==> src/core/acsq_pkg.sv <==
package acsq_pkg;

  typedef enum logic [1:0] {
    ST_PWRDN = 2'h0,
    ST_IDLE = 2'h1,
    ST_SETTLE = 2'h2,
    ST_CONV = 2'h3
  } acsq_state_t;

  localparam int CHAN_NUM = 29;
  localparam int CHAN_W = 5;
  localparam int CNT_W = 14;

  // channel index layout, lowest index is highest priority
  localparam logic [4:0] SE_BASE = 5'h08;
  localparam logic [4:0] INT_BASE = 5'h18;
  localparam logic [4:0] COMMON_INPUT = 5'h10;
  localparam logic [4:0] INTERNAL_INPUT = 5'h1F;

  localparam logic [1:0] RATE_11 = 2'h3;
  localparam logic [1:0] RATE_10 = 2'h2;
  localparam logic [1:0] RATE_01 = 2'h1;

  // initial delay in clock cycles, fixed channel from standby
  localparam logic [13:0] INIT_R11 = 14'h0322;
  localparam logic [13:0] INIT_R10 = 14'h04A2;
  localparam logic [13:0] INIT_R01 = 14'h0AA2;
  localparam logic [13:0] AUTO_ADJ = 14'h005E;
  localparam logic [13:0] SLEEP_ADJ = 14'h0040;
  localparam logic [13:0] LATE_WIN = 14'h0008;
  localparam logic [13:0] CNT_DONE = 14'h0001;

  // serial command decode
  localparam logic [2:0] BYTE_LAST = 3'h7;
  localparam logic [2:0] CMD_WRITE = 3'h3;
  localparam logic [2:0] CMD_PULSE = 3'h4;
  localparam int CMD_MUL_BIT = 4;
  localparam logic [3:0] GPIO_ADDR = 4'h7;

endpackage : acsq_pkg

==> src/core/acsq_sync.sv <==
`timescale 1ns/1ps
module acsq_sync #(
  parameter int W = 1
) (
  // clock and reset
  input wire logic ref_clk,
  input wire logic rst_b,
  // levels
  input wire logic [W-1:0] asyncIn,
  output logic [W-1:0] syncOut
);

  logic [W-1:0] meta_reg;

  always_ff @(posedge ref_clk or negedge rst_b) begin
    if (!rst_b) begin
      meta_reg <= '0;
      syncOut <= '0;
    end else begin
      meta_reg <= asyncIn;
      syncOut <= meta_reg;
    end
  end

endmodule : acsq_sync

==> src/core/acsq_next_chan.sv <==
`timescale 1ns/1ps
module acsq_next_chan #(
  parameter int N = 29,
  parameter int W = 5
) (
  // enabled channels and pointer
  input wire logic [N-1:0] enables,
  input wire logic [W-1:0] current,
  // picks
  output logic [W-1:0] nextChan,
  output logic [W-1:0] firstChan
);

  logic hasLater;

  // descending loop leaves the lowest qualifying index
  always_comb begin
    nextChan = '0;
    firstChan = '0;
    hasLater = 1'b0;
    for (int i = N - 1; i >= 0; i--) begin
      if (enables[i]) begin
        firstChan = W'(i);
        if (i > int'(current)) begin
          nextChan = W'(i);
          hasLater = 1'b1;
        end
      end
    end
    if (!hasLater) begin
      nextChan = firstChan;
    end
  end

endmodule : acsq_next_chan

==> src/core/acsq_sequencer.sv <==
`timescale 1ns/1ps
module acsq_sequencer
  import acsq_pkg::*;
#(
  parameter int INIT_DELAY_R00 = 8866,
  parameter int CONV_CYC_R11 = 256,
  parameter int CONV_CYC_R10 = 512,
  parameter int CONV_CYC_R01 = 1024,
  parameter int CONV_CYC_R00 = 4096
) (
  // clock and reset
  input wire logic ref_clk,
  input wire logic rst_b,
  // pins
  input wire logic startPin,
  input wire logic serialClk,
  input wire logic chipSelN,
  input wire logic serialIn,
  output logic serialOut,
  output logic serialOutEn,
  output logic resultReadyN,
  output logic [7:0] portPinData,
  // configuration
  input wire logic powerDown,
  input wire logic scanModeSelect,
  input wire logic idleDepthSelect,
  input wire logic [1:0] rateSelect,
  input wire logic [7:0] diffPairSelect,
  input wire logic [7:0] singleEndedLowSelect,
  input wire logic [7:0] singleEndedHighSelect,
  input wire logic [4:0] internalReadingSelect,
  input wire logic [7:0] fixedChannelSelect,
  // status
  output acsq_pkg::acsq_state_t convState,
  output logic idleSleep,
  output logic [4:0] scanChannel,
  output logic [4:0] muxPos,
  output logic [4:0] muxNeg
);
  import acsq_pkg::*;

  ////////////////////////////////////////////////////////////////////////////
  logic startS, sclkS, csNS, csActive, dinS;
  logic sclkPrev_reg;
  logic [2:0] bitCnt_reg;
  logic [7:0] shift_reg;
  logic firstByte_reg, writeOn_reg, mul_reg;
  logic [3:0] addr_reg;
  logic selected, sclkRise, sclkFall, byteDone;
  logic pulseCmd, regWrite, readClear;
  logic [7:0] portPin_reg;
  logic outEn_reg;

  acsq_sync #(.W(4)) pinSync (
    .ref_clk(ref_clk),
    .rst_b(rst_b),
    .asyncIn({startPin, serialClk, !chipSelN, serialIn}),
    .syncOut({startS, sclkS, csActive, dinS})
  );

  // select level is synced so its reset value matches an idle, deselected pin
  assign csNS = !csActive;

  acsq_state_t state_reg;

  // serial port sleeps with the rest of the device in power-down
  assign selected = !csNS && state_reg != ST_PWRDN;
  assign sclkRise = sclkS && !sclkPrev_reg;
  assign sclkFall = !sclkS && sclkPrev_reg;
  assign byteDone = selected && sclkFall && bitCnt_reg == BYTE_LAST;
  assign pulseCmd = byteDone && firstByte_reg
    && shift_reg[7:5] == CMD_PULSE;
  assign regWrite = byteDone && !firstByte_reg && writeOn_reg;
  // any transfer opening counts as a read start; the op is not known yet
  assign readClear = selected && sclkFall && firstByte_reg
    && bitCnt_reg == 3'h0;

  always_ff @(posedge ref_clk or negedge rst_b) begin
    if (!rst_b) begin
      sclkPrev_reg <= 1'b0;
    end else begin
      sclkPrev_reg <= sclkS;
    end
  end

  // deselect drops every partial byte and command in flight
  always_ff @(posedge ref_clk or negedge rst_b) begin
    if (!rst_b) begin
      bitCnt_reg <= 3'h0;
      shift_reg <= 8'h00;
    end else if (!selected) begin
      bitCnt_reg <= 3'h0;
      shift_reg <= 8'h00;
    end else begin
      if (sclkRise) begin
        shift_reg <= {shift_reg[6:0], dinS};
      end
      if (sclkFall) begin
        bitCnt_reg <= bitCnt_reg + 3'h1;
      end
    end
  end

  always_ff @(posedge ref_clk or negedge rst_b) begin
    if (!rst_b) begin
      firstByte_reg <= 1'b1;
      writeOn_reg <= 1'b0;
      mul_reg <= 1'b0;
      addr_reg <= 4'h0;
    end else if (!selected) begin
      firstByte_reg <= 1'b1;
      writeOn_reg <= 1'b0;
    end else if (byteDone) begin
      if (firstByte_reg) begin
        firstByte_reg <= 1'b0;
        writeOn_reg <= shift_reg[7:5] == CMD_WRITE;
        mul_reg <= shift_reg[CMD_MUL_BIT];
        addr_reg <= shift_reg[3:0];
      end else if (writeOn_reg) begin
        if (mul_reg) begin
          addr_reg <= addr_reg + 4'h1;
        end else begin
          writeOn_reg <= 1'b0;
        end
      end
    end
  end

  always_ff @(posedge ref_clk or negedge rst_b) begin
    if (!rst_b) begin
      portPin_reg <= 8'h00;
    end else if (regWrite && addr_reg == GPIO_ADDR) begin
      portPin_reg <= shift_reg;
    end
  end

  // readout itself lives elsewhere; only the enable is owned here
  always_ff @(posedge ref_clk or negedge rst_b) begin
    if (!rst_b) begin
      outEn_reg <= 1'b0;
    end else begin
      outEn_reg <= selected;
    end
  end

  assign serialOutEn = outEn_reg;
  assign serialOut = 1'b0;
  assign portPinData = portPin_reg;

  ////////////////////////////////////////////////////////////////////////////
  logic [13:0] cnt_reg, initDly, period, base;
  logic cont_reg, step_reg, resultEvt, autoMode;
  logic [CHAN_NUM-1:0] enables;
  logic [4:0] ptr_reg, nextChan, firstChan;

  assign autoMode = scanModeSelect;
  assign enables = {internalReadingSelect, singleEndedHighSelect,
    singleEndedLowSelect, diffPairSelect};
  assign resultEvt = (state_reg == ST_SETTLE || state_reg == ST_CONV)
    && cnt_reg == CNT_DONE;

  acsq_next_chan #(.N(CHAN_NUM), .W(CHAN_W)) picker (
    .enables(enables),
    .current(ptr_reg),
    .nextChan(nextChan),
    .firstChan(firstChan)
  );

  always_comb begin
    case (rateSelect)
      RATE_11: begin
        base = INIT_R11;
        period = 14'(CONV_CYC_R11);
      end
      RATE_10: begin
        base = INIT_R10;
        period = 14'(CONV_CYC_R10);
      end
      RATE_01: begin
        base = INIT_R01;
        period = 14'(CONV_CYC_R01);
      end
      default: begin
        base = 14'(INIT_DELAY_R00);
        period = 14'(CONV_CYC_R00);
      end
    endcase
    initDly = base - (autoMode ? AUTO_ADJ : 14'h0000)
      + (idleDepthSelect ? SLEEP_ADJ : 14'h0000);
  end

  always_ff @(posedge ref_clk or negedge rst_b) begin
    if (!rst_b) begin
      state_reg <= ST_IDLE;
      cnt_reg <= 14'h0000;
      cont_reg <= 1'b0;
      step_reg <= 1'b0;
    end else if (powerDown) begin
      state_reg <= ST_PWRDN;
      cont_reg <= 1'b0;
    end else begin
      case (state_reg)
        ST_PWRDN: begin
          state_reg <= ST_IDLE;
        end
        ST_IDLE: begin
          if (startS) begin
            state_reg <= ST_SETTLE;
            cnt_reg <= initDly;
            cont_reg <= 1'b1;
            step_reg <= 1'b0;
          end else if (pulseCmd) begin
            state_reg <= ST_SETTLE;
            cnt_reg <= initDly;
            cont_reg <= 1'b0;
            step_reg <= 1'b1;
          end
        end
        ST_SETTLE, ST_CONV: begin
          // the run/stop choice is frozen 7 cycles before the result
          if (cnt_reg == LATE_WIN) begin
            cont_reg <= startS && !step_reg;
          end
          if (resultEvt) begin
            if (cont_reg) begin
              state_reg <= ST_CONV;
              cnt_reg <= period;
            end else begin
              state_reg <= ST_IDLE;
            end
          end else begin
            cnt_reg <= cnt_reg - 14'h0001;
          end
        end
        default: begin
          state_reg <= ST_IDLE;
        end
      endcase
    end
  end

  // a write resets the scan even mid-run; fixed mode leaves it alone
  always_ff @(posedge ref_clk or negedge rst_b) begin
    if (!rst_b) begin
      ptr_reg <= 5'h00;
    end else if (autoMode) begin
      if (regWrite) begin
        ptr_reg <= firstChan;
      end else if (resultEvt) begin
        ptr_reg <= nextChan;
      end
    end
  end

  ////////////////////////////////////////////////////////////////////////////
  logic [4:0] chanSel, posNext, negNext;
  logic [4:0] pos_reg, neg_reg, scan_reg;
  logic convStart, sleep_reg;

  assign convStart = (state_reg == ST_IDLE && !powerDown
    && (startS || pulseCmd)) || (resultEvt && cont_reg && !powerDown);
  assign chanSel = resultEvt ? nextChan : ptr_reg;

  always_comb begin
    if (!autoMode) begin
      posNext = {1'b0, fixedChannelSelect[7:4]};
      negNext = {1'b0, fixedChannelSelect[3:0]};
    end else if (chanSel < SE_BASE) begin
      posNext = {chanSel[3:0], 1'b0};
      negNext = {chanSel[3:0], 1'b1};
    end else if (chanSel < INT_BASE) begin
      posNext = chanSel - SE_BASE;
      negNext = COMMON_INPUT;
    end else begin
      posNext = INTERNAL_INPUT;
      negNext = INTERNAL_INPUT;
    end
  end

  always_ff @(posedge ref_clk or negedge rst_b) begin
    if (!rst_b) begin
      pos_reg <= 5'h00;
      neg_reg <= 5'h00;
      scan_reg <= 5'h00;
    end else if (convStart) begin
      pos_reg <= posNext;
      neg_reg <= negNext;
      scan_reg <= autoMode ? chanSel : 5'h00;
    end
  end

  always_ff @(posedge ref_clk or negedge rst_b) begin
    if (!rst_b) begin
      sleep_reg <= 1'b0;
    end else begin
      sleep_reg <= state_reg == ST_IDLE && idleDepthSelect;
    end
  end

  ////////////////////////////////////////////////////////////////////////////
  logic rdyN_reg, blip_reg;

  // a new result beats a read edge arriving in the same cycle
  always_ff @(posedge ref_clk or negedge rst_b) begin
    if (!rst_b) begin
      rdyN_reg <= 1'b1;
      blip_reg <= 1'b0;
    end else if (state_reg == ST_PWRDN) begin
      rdyN_reg <= 1'b1;
      blip_reg <= 1'b0;
    end else if (resultEvt) begin
      if (!rdyN_reg) begin
        rdyN_reg <= 1'b1;
        blip_reg <= 1'b1;
      end else begin
        rdyN_reg <= 1'b0;
      end
    end else if (blip_reg) begin
      rdyN_reg <= 1'b0;
      blip_reg <= 1'b0;
    end else if (readClear) begin
      rdyN_reg <= 1'b1;
    end
  end

  assign resultReadyN = rdyN_reg;
  assign convState = state_reg;
  assign idleSleep = sleep_reg;
  assign scanChannel = scan_reg;
  assign muxPos = pos_reg;
  assign muxNeg = neg_reg;
endmodule : acsq_sequencer

==> config.mk <==
export PLATFORM = sky130hd
export DESIGN_NAME = acsq_sequencer
export DESIGN_NICKNAME = d
export VERILOG_FILES = /design/src/core/acsq_pkg.sv /design/src/core/acsq_sync.sv /design/src/core/acsq_next_chan.sv /design/src/core/acsq_sequencer.sv
export SDC_FILE = /design/constraint.sdc
export NUM_CORES = 1
export LEC_CHECK = 0
export BUFFER_PORTS_ARGS = -buffer_cell sky130_fd_sc_hd__buf_2
export CORE_ASPECT_RATIO = 0.6
export CORE_UTILIZATION = 30
export CTS_CLUSTER_DIAMETER = 120
export DETAILED_ROUTE_END_ITERATION = 10
export GPL_TIMING_DRIVEN = 0
export PLACE_DENSITY = 0.53
export SLEW_MARGIN = 40
export SYNTH_ARGS = -nofsm -noshare
export SYNTH_HDL_FRONTEND = slang
export SYNTH_SLANG_ARGS = --single-unit
==> constraint.sdc <==
create_clock -name ref_clk -period 3.9 [get_ports ref_clk]
set_clock_uncertainty 0.2 [all_clocks]
set_input_delay 0.39 -clock ref_clk [delete_from_list [all_inputs] [get_ports ref_clk]]
set_output_delay 0.39 -clock ref_clk [all_outputs]
set_load 0.005 [all_outputs]
Yosys cells after proc, flatten, opt, wreduce, memory -nomap -nowiden
Cells that the tools add are included.

Bits in registers: 77. Bits of input ports: 48. Word-level logic and storage cells: 319.

$add $sub $neg: 6. Magnitude comparators: 30. Equality and inequality tests: 21. Multiplexer cells: 195. Bitwise logic cells: 1. Reductions and logical operators: 44.

Operator list (number): 5-bit 2-to-1 mux (94); 1-bit 2-to-1 mux (77); 5-bit greater-than comparator (first input constant) (13); 14-bit 2-to-1 mux (4); 14-bit one-hot mux with 3 select lines (1); 4-bit by 5-bit greater-than comparator with 1-bit output (first input constant) (8); 13-bit one-hot mux with 3 select lines (1); 14-bit one-hot mux with 2 select lines (1); 3-bit by 5-bit greater-than comparator with 1-bit output (first input constant) (4); 1-bit logical AND (19); 4-bit 2-to-1 mux (4); 8-bit 2-to-1 mux (2); 14-bit by 7-bit adder with 14-bit output (1); 14-bit by 1-bit == test with 1-bit output (second input constant) (1); 14-bit by 4-bit == test with 1-bit output (second input constant) (1); 7-bit 2-to-1 mux (2); 14-bit by 1-bit subtractor with 14-bit output (second input constant) (1); 14-bit by 7-bit subtractor with 14-bit output (1); 2-bit by 5-bit greater-than comparator with 1-bit output (first input constant) (2); 2-bit 2-to-1 mux (5); 2-bit nonzero test (5); 3-bit inequality test (second input constant) (3); 3-bit AND reduction (3); 2-bit == test (second input constant) (4); 26 further kinds (40).

Depth between registers and ports, before layout
Gate-level depths: netlist of the first run.

Depth after elaboration: 63. Depth in mapped cells: 14. Gate-level depth less buffers: 12.

By module
A second synthesis of the first run with hierarchy kept.

Cell total of the unflattened synthesis: 628. Area total of the unflattened synthesis: 5507.8 sq um.

By module, submodules not included: acsq_sequencer (instances 1, cells an instance 414, area each 4003.8 sq um); acsq_next_chan (instances 1, cells an instance 206, area each 1303.8 sq um); acsq_sync (instances 1, cells an instance 8, area each 200.2 sq um).

Least setup slack after synthesis of the first run
No wires, ideal clock.

Kind: input to register. Start point: input singleEndedHighSelect[7]. End point: register pos_reg[2], in the netlist muxPos[2]. Arrival: 2725 ps. Required time: 3569 ps. Slack: 844 ps. Cell stages on the path: 11. Path through: or4_1 -> nor4b_2 -> o21ai_1 -> a31oi_1 -> o21ai_0 -> a211oi_1 -> a21oi_1 -> ha_1 -> or2_2 -> a21oi_1 -> o211ai_1.

Longest elaborated chain between the ends: 51. Elaborated cells between the ends (all ways): 122.

Ends and longest elaborated chain: start: declaration (RTL line acsq_sequencer.sv:30) `input wire logic [7:0] singleEndedHighSelect,`; 5-bit 2-to-1 mux / 1-bit 2-to-1 mux (equally long branches) (RTL line acsq_next_chan.sv:22) `if (enables[i]) begin`; 5-bit 2-to-1 mux / 1-bit 2-to-1 mux (equally long branches) (RTL line acsq_next_chan.sv:24) `if (i > int'(current)) begin`; 5-bit 2-to-1 mux / 1-bit 2-to-1 mux (equally long branches) (RTL line acsq_next_chan.sv:22); 5-bit 2-to-1 mux / 1-bit 2-to-1 mux (equally long branches) (RTL line acsq_next_chan.sv:24); 5-bit 2-to-1 mux / 1-bit 2-to-1 mux (equally long branches) (RTL line acsq_next_chan.sv:22); 5-bit 2-to-1 mux / 1-bit 2-to-1 mux (equally long branches) (RTL line acsq_next_chan.sv:24); 5-bit 2-to-1 mux / 1-bit 2-to-1 mux (equally long branches) (RTL line acsq_next_chan.sv:22); 5-bit 2-to-1 mux / 1-bit 2-to-1 mux (equally long branches) (RTL line acsq_next_chan.sv:24); [... 35 more ...]; 5-bit 2-to-1 mux / 1-bit 2-to-1 mux (equally long branches) (RTL line acsq_next_chan.sv:24); 5-bit 2-to-1 mux / 1-bit 2-to-1 mux (equally long branches) (RTL line acsq_next_chan.sv:22); 5-bit 2-to-1 mux (*) (RTL line acsq_next_chan.sv:30) `if (!hasLater) begin`; 5-bit 2-to-1 mux (*); 5-bit by 4-bit subtractor with 5-bit output / 5-bit < comparator (equally long branches) (RTL line acsq_sequencer.sv:272, acsq_sequencer.sv:271); 5-bit 2-to-1 mux (RTL line acsq_sequencer.sv:271) `end else if (chanSel < INT_BASE) begin`; 5-bit 2-to-1 mux (*) (RTL line acsq_sequencer.sv:268) `end else if (chanSel < SE_BASE) begin`; 5-bit 2-to-1 mux (*) (RTL line acsq_sequencer.sv:265) `if (!autoMode) begin`; end signal: assignment (RTL line acsq_sequencer.sv:286) `pos_reg <= posNext;`; end: declaration (RTL line acsq_sequencer.sv:257) `logic [4:0] pos_reg, neg_reg, scan_reg;`.

Mark *: on every way between the ends. The rest lies on a longest branch, timed or not. A chain may end at the register's enable or synchronous reset.

Final worst setup path of the first run
Start point: register ptr_reg[4]. End point: register pos_reg[2], in the netlist muxPos[2].

Longest elaborated chain between the ends: 63. Elaborated cells between the ends (all ways): 148.

Ends and longest elaborated chain: start: declaration (RTL line acsq_sequencer.sv:154) `logic [4:0] ptr_reg, nextChan, firstChan;`; start signal: assignment (RTL line acsq_sequencer.sv:248) `ptr_reg <= firstChan;`; start signal: assignment (RTL line acsq_sequencer.sv:250) `ptr_reg <= nextChan;`; 5-bit greater-than comparator (RTL line acsq_next_chan.sv:24); 1-bit 2-to-1 mux / 5-bit 2-to-1 mux (equally long branches) (RTL line acsq_next_chan.sv:24); 1-bit 2-to-1 mux / 5-bit 2-to-1 mux (equally long branches) (RTL line acsq_next_chan.sv:22); 1-bit 2-to-1 mux / 5-bit 2-to-1 mux (equally long branches) (RTL line acsq_next_chan.sv:24); 1-bit 2-to-1 mux / 5-bit 2-to-1 mux (equally long branches) (RTL line acsq_next_chan.sv:22); 1-bit 2-to-1 mux / 5-bit 2-to-1 mux (equally long branches) (RTL line acsq_next_chan.sv:24); 1-bit 2-to-1 mux / 5-bit 2-to-1 mux (equally long branches) (RTL line acsq_next_chan.sv:22); 1-bit 2-to-1 mux / 5-bit 2-to-1 mux (equally long branches) (RTL line acsq_next_chan.sv:24); [... 47 more ...]; 1-bit 2-to-1 mux / 5-bit 2-to-1 mux (equally long branches) (RTL line acsq_next_chan.sv:24); 1-bit 2-to-1 mux / 5-bit 2-to-1 mux (equally long branches) (RTL line acsq_next_chan.sv:22); 5-bit 2-to-1 mux (RTL line acsq_next_chan.sv:30); 5-bit 2-to-1 mux (*); 5-bit by 4-bit subtractor with 5-bit output / 5-bit < comparator (equally long branches) (RTL line acsq_sequencer.sv:272, acsq_sequencer.sv:271); 5-bit 2-to-1 mux (RTL line acsq_sequencer.sv:271); 5-bit 2-to-1 mux (*) (RTL line acsq_sequencer.sv:268); 5-bit 2-to-1 mux (*) (RTL line acsq_sequencer.sv:265).

Marked as above.

==> results of run 1 <==
==> cells in the mapped netlist, types with 3 or more instances <==
cell type and n:
sky130_fd_sc_hd__a21boi_0 6, sky130_fd_sc_hd__a21o_1 5, sky130_fd_sc_hd__and3_1 3, sky130_fd_sc_hd__nor4_1 10, sky130_fd_sc_hd__nor3b_1 4, sky130_fd_sc_hd__mux2_2 9
sky130_fd_sc_hd__and4_1 3, sky130_fd_sc_hd__a32o_1 3, sky130_fd_sc_hd__o21ai_1 8, sky130_fd_sc_hd__nand3_1 15, sky130_fd_sc_hd__a31oi_1 9, sky130_fd_sc_hd__dfstp_2 3
sky130_fd_sc_hd__ha_1 18, sky130_fd_sc_hd__o22ai_1 7, sky130_fd_sc_hd__o21bai_1 4, sky130_fd_sc_hd__or4_1 4, sky130_fd_sc_hd__nor3_1 16, sky130_fd_sc_hd__a211o_1 6
sky130_fd_sc_hd__or3_1 8, sky130_fd_sc_hd__o31ai_1 4, sky130_fd_sc_hd__xnor2_1 4, sky130_fd_sc_hd__o21ai_0 46, sky130_fd_sc_hd__a22o_1 6, sky130_fd_sc_hd__nor3_2 4
sky130_fd_sc_hd__buf_2 8, sky130_fd_sc_hd__nand2b_1 9, sky130_fd_sc_hd__nand4_1 4, sky130_fd_sc_hd__nand2_1 64, sky130_fd_sc_hd__mux2i_1 5, sky130_fd_sc_hd__a21oi_1 53
sky130_fd_sc_hd__o221ai_1 4, sky130_fd_sc_hd__buf_6 4, sky130_fd_sc_hd__dfrtp_1 74, sky130_fd_sc_hd__buf_4 4, sky130_fd_sc_hd__nor2b_1 14, sky130_fd_sc_hd__o311ai_0 3
sky130_fd_sc_hd__clkbuf_1 17, sky130_fd_sc_hd__o211ai_1 13, sky130_fd_sc_hd__nor2_1 55, sky130_fd_sc_hd__a211oi_2 5, sky130_fd_sc_hd__inv_1 30
==> cell families after synthesis <==
group / synth area share
xor+xnor: 0.009960
simple gates: 0.2260
other cells: 0.0007107
buf+inv: 0.05596
mux: 0.02869
flops: 0.3659
fa+ha+maj: 0.04269
compound gates: 0.2701
==> cell type report <==
| cell class | instances | area [sq um] |
|---|---|---|
| Clock inverter | 2 | 10.01 |
| Timing Repair Buffer | 80 | 454.2 |
| Inverter | 31 | 116.4 |
| Fill cell | 1775 | 10890 |
| Tap cell | 234 | 292.8 |
| Multi-Input combinational cell | 481 | 3050 |
| Clock buffer | 13 | 250.2 |
| Sequential cell | 77 | 1931 |
| Buffer | 33 | 178.9 |
==> final timing paths <==
| kind | start | to | slack, ns | depth (start not counted) |
|---|---|---|---|---|
| min | powerDown | convState[0] | 0.06 | 2 |
| min reg2reg | pinSync.meta_reg[2] | pinSync.syncOut[2] | 0.15 | 0 |
| max reg2reg | ptr_reg[4] | muxPos[2] | 0.33 | 14 |
| max in group asynchronous | rst_b | convState[0] | 2.65 | 3 |
| min in group asynchronous | rst_b | muxPos[3] | 0.26 | 2 |
| max | ptr_reg[4] | muxPos[2] | 0.33 | 14 |
==> critical path: cells and delay by family (launching register included) <==
family	cells	cell delay [ns]
buffers and inverters	4	0.89
adders and majority gates	1	0.26
DFF	1	0.36
and+or+nand+nor	2	0.40
AOI/OAI and AO/OA	7	1.31
==> metrics by stage <==
stage / worst slack, ns / utilization / cells
2_1_floorplan: 0.8439 / - / 622
3_3_place_gp: 0.2881 / 0.3458 / 930
3_5_place_dp: 0.2281 / 0.3478 / 931
4_1_cts: 0.3609 / 0.3658 / 951
5_1_grt: 0.05417 / 0.3658 / 951
6_report: 0.3283 / 0.3658 / 951
==> power groups by stage <==
stage          Combinational, mW  Sequential (mW)  Clock (mW)
2_1_floorplan              0.461            0.970           0
3_3_place_gp               0.720            0.983           0
3_5_place_dp               0.728            0.985           0
4_1_cts                    0.734            0.974       0.764
5_1_grt                    0.823            0.988       0.807
6_report                   0.743            0.974       0.752
==> routing by layer <==
layer	up-vias	GRT usage
met4	0	0.05373
met1	2566	0.3019
met5	-	0
met2	247	0.2543
met3	27	0.05495
li1	2468	-
==> run_summary.xml, run 1 <==
<?xml version="1.0" encoding="UTF-8"?>
<metrics>
  <group name="run_status">
    <metric name="run_status" unit="">completed</metric>
  </group>
  <group name="worst_setup_path">
    <metric name="crit_top_cell" unit="">sky130_fd_sc_hd__a21oi_1</metric>
    <metric name="data_arrival_time_at_the_worst_slack_endpoint" unit="ns">3.59</metric>
    <metric name="crit_path_cell_trace" unit="">buf_4 &gt; inv_1 &gt; clkbuf_1 &gt; a21oi_1 &gt; o21ai_1 &gt; nor2_1 &gt; o21ai_0 &gt; a211oi_1 &gt; a21oi_1 &gt; inv_1 &gt; ha_1 &gt; or2_2 &gt; a21oi_1 &gt; o211ai_1</metric>
    <metric name="critical_path.endpoint_type" unit="">flop</metric>
    <metric name="timing.critical_path.fanout_max" unit="">10</metric>
    <metric name="cp-start-kind" unit="">flop</metric>
    <metric name="category_of_the_most_critical_setup_path" unit="">reg2reg</metric>
    <metric name="required" unit="ns">3.91</metric>
    <metric name="cp_slowest_stage_delay" unit="ns">0.48</metric>
    <metric name="worst_path_max_delay_cell" unit="">sky130_fd_sc_hd__clkbuf_1</metric>
  </group>
  <group name="power">
    <metric name="vdd_drop_max" unit="uV">187.7</metric>
    <metric name="power.combinational.fraction" unit="">0.301</metric>
    <metric name="fraction_of_power_consumed_by_the_clock_network" unit="">0.305</metric>
    <metric name="power.density_cell_area" unit="nW/um^2">393.0</metric>
    <metric name="power.switching" unit="mW">0.8615</metric>
    <metric name="power.total" unit="mW">2.469</metric>
    <metric name="p_int" unit="mW">1.608</metric>
    <metric name="power.switching_fraction" unit="">0.3489</metric>
    <metric name="power.share.sequential" unit="">0.395</metric>
    <metric name="p_leak" unit="nW">2.717</metric>
  </group>
  <group name="floorplan">
    <metric name="die_width" unit="um">173.2</metric>
    <metric name="initial_core_util" unit="">0.3072</metric>
    <metric name="std_cell_rows" unit="">37</metric>
    <metric name="boundaryPins" unit="">77</metric>
    <metric name="floorplan_core_area" unit="sq um">17180</metric>
    <metric name="die_height" unit="um">104.7</metric>
    <metric name="dieArea" unit="sq um">18140</metric>
  </group>
  <group name="synthesis">
    <metric name="syn_area" unit="sq um">5276</metric>
    <metric name="syn_nets" unit="">688</metric>
    <metric name="synth.distinct_cells" unit="">77</metric>
    <metric name="synth_top_area_share" unit="">0.3510</metric>
    <metric name="synth-main-ff-cell" unit="">sky130_fd_sc_hd__dfrtp_1</metric>
    <metric name="syn_area_per_cell" unit="sq um">8.483</metric>
    <metric name="ys_top_cells_by_area" unit="">sky130_fd_sc_hd__dfrtp_1 35%, sky130_fd_sc_hd__a21oi_1 5.0%, sky130_fd_sc_hd__nand2_1 4.6%</metric>
    <metric name="yosysSeqAreaShare" unit="">0.3659</metric>
    <metric name="ys.warnings.count" unit="">0</metric>
    <metric name="syn_inst" unit="">622</metric>
    <metric name="synth_top_cell_by_area" unit="">sky130_fd_sc_hd__dfrtp_1</metric>
    <metric name="ys_seq_elements" unit="">77</metric>
    <metric name="asyncSetResetFlopFracSynth" unit="">1.000</metric>
    <metric name="synth-edff-count" unit="">0</metric>
  </group>
  <group name="layout">
    <metric name="largest_register_ffs" unit="">14</metric>
    <metric name="drive_above_1_share" unit="">0.1939</metric>
    <metric name="final_area" unit="sq um">6284</metric>
    <metric name="areaGrowthSynthToFinish" unit="%">19.09</metric>
    <metric name="number_of_nets_in_the_finished_design" unit="">779</metric>
    <metric name="mostFrequentLayoutCell" unit="">sky130_fd_sc_hd__buf_2</metric>
    <metric name="ant_diodes" unit="">0</metric>
    <metric name="commonest_cells_after_routing_fill_and_taps_aside" unit="">81 x sky130_fd_sc_hd__buf_2, 74 x sky130_fd_sc_hd__dfrtp_1, 64 x sky130_fd_sc_hd__nand2_1</metric>
  </group>
  <group name="clocking">
    <metric name="holdBufCountCts" unit="">5</metric>
    <metric name="postCtsSetupRepairBufs" unit="">0</metric>
    <metric name="cts_root_buffer" unit="">sky130_fd_sc_hd__clkbuf_16</metric>
    <metric name="numClockSinks" unit="">77</metric>
    <metric name="cts_repair_resize_count" unit="">0</metric>
    <metric name="clock_tree_from_tritoncts" unit="">built</metric>
    <metric name="cts_inserted_buffers" unit="">9</metric>
    <metric name="htreeDepth" unit="">3</metric>
    <metric name="register_clock_pin_slew_on_the_reported_worst_setup_and_hold_paths" unit="ns">0.06</metric>
    <metric name="clk_latency" unit="ns">0.34</metric>
    <metric name="max-clock-path-buffers" unit="">2</metric>
  </group>
  <group name="drt">
    <metric name="route.antenna.remaining_nets" unit="">0</metric>
    <metric name="dr.max_layer_used" unit="">met4</metric>
    <metric name="wire_per_inst" unit="um">18.04</metric>
    <metric name="detail_route.iter0.violations" unit="">663</metric>
    <metric name="post-route-drc-count" unit="">0</metric>
    <metric name="via_count" unit="">5308</metric>
    <metric name="routed-wl-met3" unit="mm">1.569</metric>
    <metric name="drt-vias-per-instance" unit="">5.581</metric>
    <metric name="met1_length" unit="mm">8.547</metric>
    <metric name="met2_length" unit="mm">6.753</metric>
    <metric name="postRouteWirelength" unit="mm">17.16</metric>
    <metric name="first_pass_iters" unit="">6</metric>
  </group>
  <group name="global_routing">
    <metric name="number_of_global_route_vias_before_repair" unit="">4918</metric>
    <metric name="grt_use_total" unit="">0.1948</metric>
    <metric name="grt_remaining_overflow" unit="">0</metric>
    <metric name="first_pass_grt_wire_length" unit="mm">27.77</metric>
    <metric name="number_of_antenna_violations_at_the_first_check_in_global_routing" unit="">0</metric>
    <metric name="grt_max_degree" unit="">59</metric>
  </group>
  <group name="placed_design">
    <metric name="post-dp-hpwl" unit="mm">13.39</metric>
    <metric name="dpl-instance-area" unit="sq um">5973</metric>
    <metric name="portBuffers" unit="">74</metric>
    <metric name="globalplace.congestion" unit="">0.9716</metric>
  </group>
  <group name="min_path">
    <metric name="hold_class" unit="">in2reg</metric>
  </group>
  <group name="timing">
    <metric name="layout_min_cycle_time" unit="ns">3.572</metric>
    <metric name="setup-violations-final" unit="">0</metric>
    <metric name="holdWs" unit="ns">0.05817</metric>
    <metric name="tightestPinTransition" unit="ns">0.8369</metric>
    <metric name="grt_setup_unrepaired" unit="">false</metric>
    <metric name="timing_hold_violations_final" unit="">0</metric>
    <metric name="fin_crit_sh" unit="">0.9158</metric>
    <metric name="timing.max_slew.rel_slack" unit="">0.4409</metric>
    <metric name="maxClockFrequency" unit="MHz">280.0</metric>
    <metric name="slew_violations" unit="">0</metric>
    <metric name="setup_total_negative_slack" unit="ns">0</metric>
  </group>
  <group name="flow_run">
    <metric name="maxCapViolCount" unit="">0</metric>
  </group>
</metrics>
Note: power is estimated with default switching activity, not from simulation.
==> run 2: changes to the inputs <==
--- a/config.mk
+++ b/config.mk
@@ -11,6 +11,7 @@
 export CTS_CLUSTER_DIAMETER = 120
 export DETAILED_ROUTE_END_ITERATION = 10
 export GPL_TIMING_DRIVEN = 0
+export HOLD_SLACK_MARGIN = 0.15
 export PLACE_DENSITY = 0.53
 export SLEW_MARGIN = 40
 export SYNTH_ARGS = -nofsm -noshare
==> run 2 against run 1 <==
  * Non-clock buffer count grew 6
  * Flip-flop and latch count is the same
  * Critical path depth is the same
  * Maximum frequency grew 0.10%
  * Routed wire length grew 0.23%
  * First-iteration DRC count shrank 3.5%
  * Cell area grew 0.96%
  * Critical endpoint unchanged
  * Highest routed layer unchanged
==> run_summary.xml, run 2 (synthesis gave the netlist of run 1 again) <==
<?xml version="1.0" encoding="UTF-8"?>
<metrics>
  <group name="run_status">
    <metric name="run_status" unit="">completed</metric>
  </group>
  <group name="min_path">
    <metric name="hold-path-cell-count" unit="">0</metric>
    <metric name="timing.hold.worst_endpoint" unit="">pinSync.syncOut[0]</metric>
    <metric name="hold_class" unit="">reg2reg</metric>
    <metric name="min-delay-start" unit="">pinSync.meta_reg[0]</metric>
  </group>
  <group name="timing">
    <metric name="timing_hold_violations_final" unit="">0</metric>
    <metric name="grt_setup_unrepaired" unit="">false</metric>
    <metric name="layout_min_cycle_time" unit="ns">3.568</metric>
    <metric name="setup-violations-final" unit="">0</metric>
    <metric name="fin_crit_sh" unit="">0.9149</metric>
    <metric name="timing.max_slew.rel_slack" unit="">0.4384</metric>
    <metric name="tightestPinTransition" unit="ns">0.8405</metric>
    <metric name="maxClockFrequency" unit="MHz">280.3</metric>
    <metric name="slew_violations" unit="">0</metric>
    <metric name="setup_total_negative_slack" unit="ns">0</metric>
  </group>
  <group name="clocking">
    <metric name="register_clock_pin_slew_on_the_reported_worst_setup_and_hold_paths" unit="ns">0.06</metric>
    <metric name="clk_latency" unit="ns">0.34</metric>
    <metric name="numClockSinks" unit="">77</metric>
    <metric name="clock_tree_from_tritoncts" unit="">built</metric>
    <metric name="htreeDepth" unit="">3</metric>
    <metric name="cts_inserted_buffers" unit="">9</metric>
    <metric name="cts_repair_resize_count" unit="">0</metric>
    <metric name="cts_root_buffer" unit="">sky130_fd_sc_hd__clkbuf_16</metric>
    <metric name="max-clock-path-buffers" unit="">2</metric>
  </group>
  <group name="worst_setup_path">
    <metric name="timing.critical_path.fanout_max" unit="">10</metric>
    <metric name="worst_path_max_delay_cell" unit="">sky130_fd_sc_hd__clkbuf_1</metric>
    <metric name="required" unit="ns">3.91</metric>
    <metric name="critical_path.endpoint_type" unit="">flop</metric>
    <metric name="data_arrival_time_at_the_worst_slack_endpoint" unit="ns">3.58</metric>
    <metric name="r2r-end" unit="">muxPos[2]</metric>
    <metric name="depth_of_the_worst_register_to_register_path" unit="">14</metric>
    <metric name="cp-start-kind" unit="">flop</metric>
    <metric name="rr_startpoint" unit="">ptr_reg[4]</metric>
    <metric name="crit_path_cell_trace" unit="">buf_4 &gt; inv_1 &gt; clkbuf_1 &gt; a21oi_1 &gt; o21ai_1 &gt; nor2_1 &gt; o21ai_0 &gt; a211oi_1 &gt; a21oi_1 &gt; inv_1 &gt; ha_1 &gt; or2_2 &gt; a21oi_1 &gt; o211ai_1</metric>
    <metric name="crit_top_cell" unit="">sky130_fd_sc_hd__a21oi_1</metric>
    <metric name="category_of_the_most_critical_setup_path" unit="">reg2reg</metric>
    <metric name="r2r_slack" unit="ns">0.33</metric>
    <metric name="cp_slowest_stage_delay" unit="ns">0.48</metric>
  </group>
  <group name="power">
    <metric name="vdd_drop_max" unit="uV">186.1</metric>
    <metric name="power.density_cell_area" unit="nW/um^2">390.4</metric>
    <metric name="power.total" unit="mW">2.476</metric>
    <metric name="p_leak" unit="nW">2.742</metric>
  </group>
  <group name="floorplan">
    <metric name="die_width" unit="um">173.2</metric>
    <metric name="dieArea" unit="sq um">18140</metric>
    <metric name="initial_core_util" unit="">0.3072</metric>
    <metric name="die_height" unit="um">104.7</metric>
    <metric name="std_cell_rows" unit="">37</metric>
    <metric name="floorplan_core_area" unit="sq um">17180</metric>
    <metric name="boundaryPins" unit="">77</metric>
  </group>
  <group name="global_routing">
    <metric name="grt_use_total" unit="">0.1953</metric>
    <metric name="number_of_antenna_violations_at_the_first_check_in_global_routing" unit="">0</metric>
    <metric name="grt_max_degree" unit="">59</metric>
    <metric name="first_pass_grt_wire_length" unit="mm">27.86</metric>
    <metric name="grt_remaining_overflow" unit="">0</metric>
    <metric name="number_of_global_route_vias_before_repair" unit="">4944</metric>
  </group>
  <group name="drt">
    <metric name="route.antenna.remaining_nets" unit="">0</metric>
    <metric name="wire_per_inst" unit="um">17.97</metric>
    <metric name="postRouteWirelength" unit="mm">17.20</metric>
    <metric name="post-route-drc-count" unit="">0</metric>
    <metric name="first_pass_iters" unit="">5</metric>
    <metric name="drt-vias-per-instance" unit="">5.606</metric>
    <metric name="detail_route.iter0.violations" unit="">640</metric>
    <metric name="via_count" unit="">5365</metric>
  </group>
  <group name="placed_design">
    <metric name="dpl-instance-area" unit="sq um">5973</metric>
    <metric name="portBuffers" unit="">74</metric>
    <metric name="post-dp-hpwl" unit="mm">13.39</metric>
    <metric name="globalplace.congestion" unit="">0.9716</metric>
  </group>
  <group name="layout">
    <metric name="mostFrequentLayoutCell" unit="">sky130_fd_sc_hd__buf_2</metric>
    <metric name="number_of_nets_in_the_finished_design" unit="">785</metric>
    <metric name="ant_diodes" unit="">0</metric>
    <metric name="areaGrowthSynthToFinish" unit="%">20.23</metric>
    <metric name="drive_above_1_share" unit="">0.1923</metric>
    <metric name="final_area" unit="sq um">6344</metric>
    <metric name="filler_cell_count" unit="">1769</metric>
    <metric name="commonest_cells_after_routing_fill_and_taps_aside" unit="">81 x sky130_fd_sc_hd__buf_2, 74 x sky130_fd_sc_hd__dfrtp_1, 64 x sky130_fd_sc_hd__nand2_1</metric>
    <metric name="largest_register_ffs" unit="">14</metric>
  </group>
  <group name="flow_run">
    <metric name="maxCapViolCount" unit="">0</metric>
  </group>
</metrics>
[run 2: timing repair]
action,4_1_cts,5_1_grt
buffers inserted,0,0
hold buffers,11,0
endpoints found under the hold margin,85,0
endpoints found under the setup margin,0,0
[run 2: how the worst max path moves through the flow]
stage	start	endpoint	slack, ns	depth (start not counted)
after detailed placement	singleEndedHighSelect[7]	muxPos[2]	0.23	12
after global routing	ptr_reg[4]	muxPos[2]	0.05	14
after global placement	singleEndedHighSelect[7]	muxPos[2]	0.29	12
after CTS	ptr_reg[4]	muxPos[2]	0.36	14
after floorplan	singleEndedHighSelect[7]	muxPos[2]	0.84	11
final	ptr_reg[4]	muxPos[2]	0.33	14
[run 2: through the flow]
stage,std cells,setup WS [ns],utilization,hold slack (ns)
final,957,0.3320,0.3693,0.1496
after global routing,957,0.05417,0.3693,0.1683
after CTS,957,0.3609,0.3693,0.1507
after detailed placement,931,0.2281,0.3478,0.05668
after global placement,930,0.2881,0.3458,0.1330
after floorplan,622,0.8439,-,-0.1056
[run 2: cell type report]
type | instances | area [sq um] | area share
multi-input combinational | 481 | 3050 | 0.4809
sequential | 77 | 1931 | 0.3043
timing repair buffer | 86 | 514.2 | 0.08107
tap | 234 | 292.8 | 0.04615
clock buffer | 13 | 250.2 | 0.03945
buffer | 33 | 178.9 | 0.02821
inverter | 31 | 116.4 | 0.01834
clock inverter | 2 | 10.01 | 0.001578
[run 2: power breakdown]
part           leakage (nW)  switching (mW)  internal [mW]
Combinational          1.62           0.472          0.276
Sequential            0.996          0.0832          0.893
Clock                 0.129           0.309          0.443
[run 2: layer usage]
layer,track usage,vias up,wire length [um]
met5,0,-,0
met2,0.2555,254,6780
met3,0.05459,23,1533
met1,0.3026,2613,8617
li1,-,2475,-
met4,0.05373,0,266
[run 2: critical path: cells and delay by family (launching register included)]
family / cells / cell delay, ns
buffers and inverters: 4 / 0.90
and+or+nand+nor: 2 / 0.40
DFF: 1 / 0.36
AOI/OAI and AO/OA: 7 / 1.33
adders and majority gates: 1 / 0.26
==> run 3: changes to the inputs <==
--- a/config.mk
+++ b/config.mk
@@ -6,7 +6,7 @@
 export NUM_CORES = 1
 export LEC_CHECK = 0
 export BUFFER_PORTS_ARGS = -buffer_cell sky130_fd_sc_hd__buf_2
-export CORE_ASPECT_RATIO = 0.6
+export CORE_ASPECT_RATIO = 1.1
 export CORE_UTILIZATION = 30
 export CTS_CLUSTER_DIAMETER = 120
 export DETAILED_ROUTE_END_ITERATION = 10
==> run 3 against run 2 <==
  * Non-clock buffer count fell by 2
  * Critical path type unchanged
  * Maximum frequency is 1.7% higher
  * Routed wire length down 2.5%
  * Final cell count down 0.10%
  * First-iteration DRC count is 29% lower
  * Register-to-register slack better by 0.06 ns
  * Sequential share of layout area is 0.10 points lower
  * Total power grew 4.1%
==> run_summary.xml, run 3 (synthesis gave the netlist of run 1 again) <==
<?xml version="1.0" encoding="UTF-8"?>
<metrics>
  <group name="run_status">
    <metric name="run_status" unit="">completed</metric>
  </group>
  <group name="drt">
    <metric name="postRouteWirelength" unit="mm">16.77</metric>
    <metric name="via_count" unit="">5252</metric>
    <metric name="first_pass_iters" unit="">5</metric>
    <metric name="drt-vias-per-instance" unit="">5.494</metric>
    <metric name="detail_route.iter0.violations" unit="">457</metric>
    <metric name="post-route-drc-count" unit="">0</metric>
    <metric name="route.antenna.remaining_nets" unit="">0</metric>
    <metric name="wire_per_inst" unit="um">17.54</metric>
  </group>
  <group name="clocking">
    <metric name="clk_latency" unit="ns">0.34</metric>
    <metric name="postCtsSetupRepairBufs" unit="">0</metric>
    <metric name="max-clock-path-buffers" unit="">2</metric>
    <metric name="numClockSinks" unit="">77</metric>
    <metric name="cts_repair_resize_count" unit="">0</metric>
    <metric name="clock_tree_from_tritoncts" unit="">built</metric>
    <metric name="cts_root_buffer" unit="">sky130_fd_sc_hd__clkbuf_16</metric>
    <metric name="htreeDepth" unit="">3</metric>
    <metric name="cts_inserted_buffers" unit="">9</metric>
    <metric name="register_clock_pin_slew_on_the_reported_worst_setup_and_hold_paths" unit="ns">0.07</metric>
    <metric name="holdBufCountCts" unit="">8</metric>
  </group>
  <group name="layout">
    <metric name="commonest_cells_after_routing_fill_and_taps_aside" unit="">81 x sky130_fd_sc_hd__buf_2, 74 x sky130_fd_sc_hd__dfrtp_1, 64 x sky130_fd_sc_hd__nand2_1</metric>
    <metric name="multi_input_area" unit="sq um">3055</metric>
    <metric name="filler_cell_count" unit="">1826</metric>
    <metric name="ant_diodes" unit="">0</metric>
    <metric name="mostFrequentLayoutCell" unit="">sky130_fd_sc_hd__buf_2</metric>
    <metric name="areaGrowthSynthToFinish" unit="%">20.63</metric>
    <metric name="number_of_nets_in_the_finished_design" unit="">783</metric>
    <metric name="largest_register_ffs" unit="">14</metric>
    <metric name="drive_above_1_share" unit="">0.2008</metric>
    <metric name="area_occupied_by_registers" unit="sq um">1931</metric>
  </group>
  <group name="floorplan">
    <metric name="dieArea" unit="sq um">18120</metric>
    <metric name="std_cell_rows" unit="">50</metric>
    <metric name="die_height" unit="um">141.1</metric>
    <metric name="boundaryPins" unit="">77</metric>
    <metric name="initial_core_util" unit="">0.3078</metric>
    <metric name="floorplan_core_area" unit="sq um">17140</metric>
    <metric name="die_width" unit="um">128.4</metric>
  </group>
  <group name="timing">
    <metric name="fin_crit_sh" unit="">0.8997</metric>
    <metric name="post-route-worst-setup-slack" unit="ns">0.3911</metric>
    <metric name="grt_setup_unrepaired" unit="">false</metric>
    <metric name="timing_hold_violations_final" unit="">0</metric>
    <metric name="layout_min_cycle_time" unit="ns">3.509</metric>
    <metric name="tightestPinTransition" unit="ns">0.6902</metric>
    <metric name="slew_violations" unit="">0</metric>
    <metric name="maxClockFrequency" unit="MHz">285.0</metric>
    <metric name="timing.max_slew.rel_slack" unit="">0.5368</metric>
    <metric name="holdWs" unit="ns">0.1507</metric>
    <metric name="setup_total_negative_slack" unit="ns">0</metric>
    <metric name="setup-violations-final" unit="">0</metric>
  </group>
  <group name="worst_setup_path">
    <metric name="worst_path_max_delay_cell" unit="">sky130_fd_sc_hd__or3b_1</metric>
    <metric name="required" unit="ns">3.91</metric>
    <metric name="crit_path_cell_trace" unit="">nor3_1 &gt; nand4_1 &gt; or3b_1 &gt; buf_2 &gt; a211o_1 &gt; o21ai_2 &gt; inv_2 &gt; ha_1 &gt; or2_2 &gt; a21oi_1 &gt; o211ai_1</metric>
    <metric name="path_buf_inv" unit="">2</metric>
    <metric name="cp-start-kind" unit="">flop</metric>
    <metric name="timing.critical_path.fanout_max" unit="">10</metric>
    <metric name="cp_slowest_stage_delay" unit="ns">0.45</metric>
    <metric name="critical_path.endpoint_type" unit="">flop</metric>
    <metric name="data_arrival_time_at_the_worst_slack_endpoint" unit="ns">3.52</metric>
    <metric name="category_of_the_most_critical_setup_path" unit="">reg2reg</metric>
    <metric name="timing.critical_path.max_delay_family" unit="">simple AND/OR/NAND/NOR gates</metric>
  </group>
  <group name="flow_run">
    <metric name="maxCapViolCount" unit="">0</metric>
  </group>
  <group name="global_routing">
    <metric name="grt_use_total" unit="">0.1944</metric>
    <metric name="number_of_antenna_violations_at_the_first_check_in_global_routing" unit="">0</metric>
    <metric name="grt_remaining_overflow" unit="">0</metric>
    <metric name="first_pass_grt_wire_length" unit="mm">27.53</metric>
    <metric name="number_of_global_route_vias_before_repair" unit="">5126</metric>
    <metric name="grt_max_degree" unit="">41</metric>
  </group>
  <group name="min_path">
    <metric name="hold_class" unit="">reg2reg</metric>
  </group>
  <group name="placed_design">
    <metric name="globalplace.congestion" unit="">0.8872</metric>
    <metric name="post-dp-hpwl" unit="mm">12.86</metric>
    <metric name="portBuffers" unit="">74</metric>
    <metric name="preCtsSetupSlack" unit="ns">0.1834</metric>
  </group>
  <group name="power">
    <metric name="p_leak" unit="nW">2.749</metric>
    <metric name="power.total" unit="mW">2.577</metric>
    <metric name="vdd_drop_max" unit="uV">344.0</metric>
    <metric name="power.density_cell_area" unit="nW/um^2">404.9</metric>
  </group>
</metrics>
==> run 3: area by class of cell <==
cell class                      instances  share of cell area
Tap cell                              234             0.04600
Inverter                               31             0.01828
Timing Repair Buffer                   84             0.07568
Clock inverter                          7             0.01317
Buffer                                 33             0.02811
Sequential cell                        77              0.3033
Multi-Input combinational cell        481              0.4800
Clock buffer                            9             0.03538
==> run 3: through the flow <==
stage,area (sq um),std cells,utilization
2_1_floorplan,5276,622,-
6_report,6365,956,0.3713
5_1_grt,6365,956,0.3713
3_3_place_gp,5939,930,0.3465
3_5_place_dp,5966,931,0.3480
4_1_cts,6355,955,0.3707
==> run 3: worst register-to-register path, delay by kind of cell, from the launching register on <==
family,cells,cell delay (ns)
and+or+nand+nor,4,1.52
AOI/OAI and AO/OA,4,0.68
DFF,1,0.40
buffers and inverters,2,0.31
adders and majority gates,1,0.27
==> run 3: worst paths after layout <==
path                                           from                 end  slack (ns)  depth (start not counted)
worst max-delay path                    cnt_reg[11]           muxPos[2]        0.39                         11
worst min-delay path            pinSync.meta_reg[1]  pinSync.syncOut[1]        0.15                          0
worst max register to register          cnt_reg[11]           muxPos[2]        0.39                         11
worst min register to register  pinSync.meta_reg[1]  pinSync.syncOut[1]        0.15                          0
max in group asynchronous                     rst_b        resultReadyN        2.58                          3
min in group asynchronous                     rst_b  pinSync.syncOut[0]        0.32                          2
==> run 3: routing by layer <==
layer	track usage	vias up	part of all wire
met5	0	-	0
met4	0.06254	0	0.019
met2	0.3306	162	0.49
met3	0.01784	22	0.034
met1	0.2583	2589	0.45
li1	-	2479	-
==> run 3: where the power goes <==
part | total, mW | switching [mW] | internal (mW)
clock | 0.865 | 0.359 | 0.506
combinational | 0.731 | 0.458 | 0.273
sequential | 0.981 | 0.0893 | 0.892
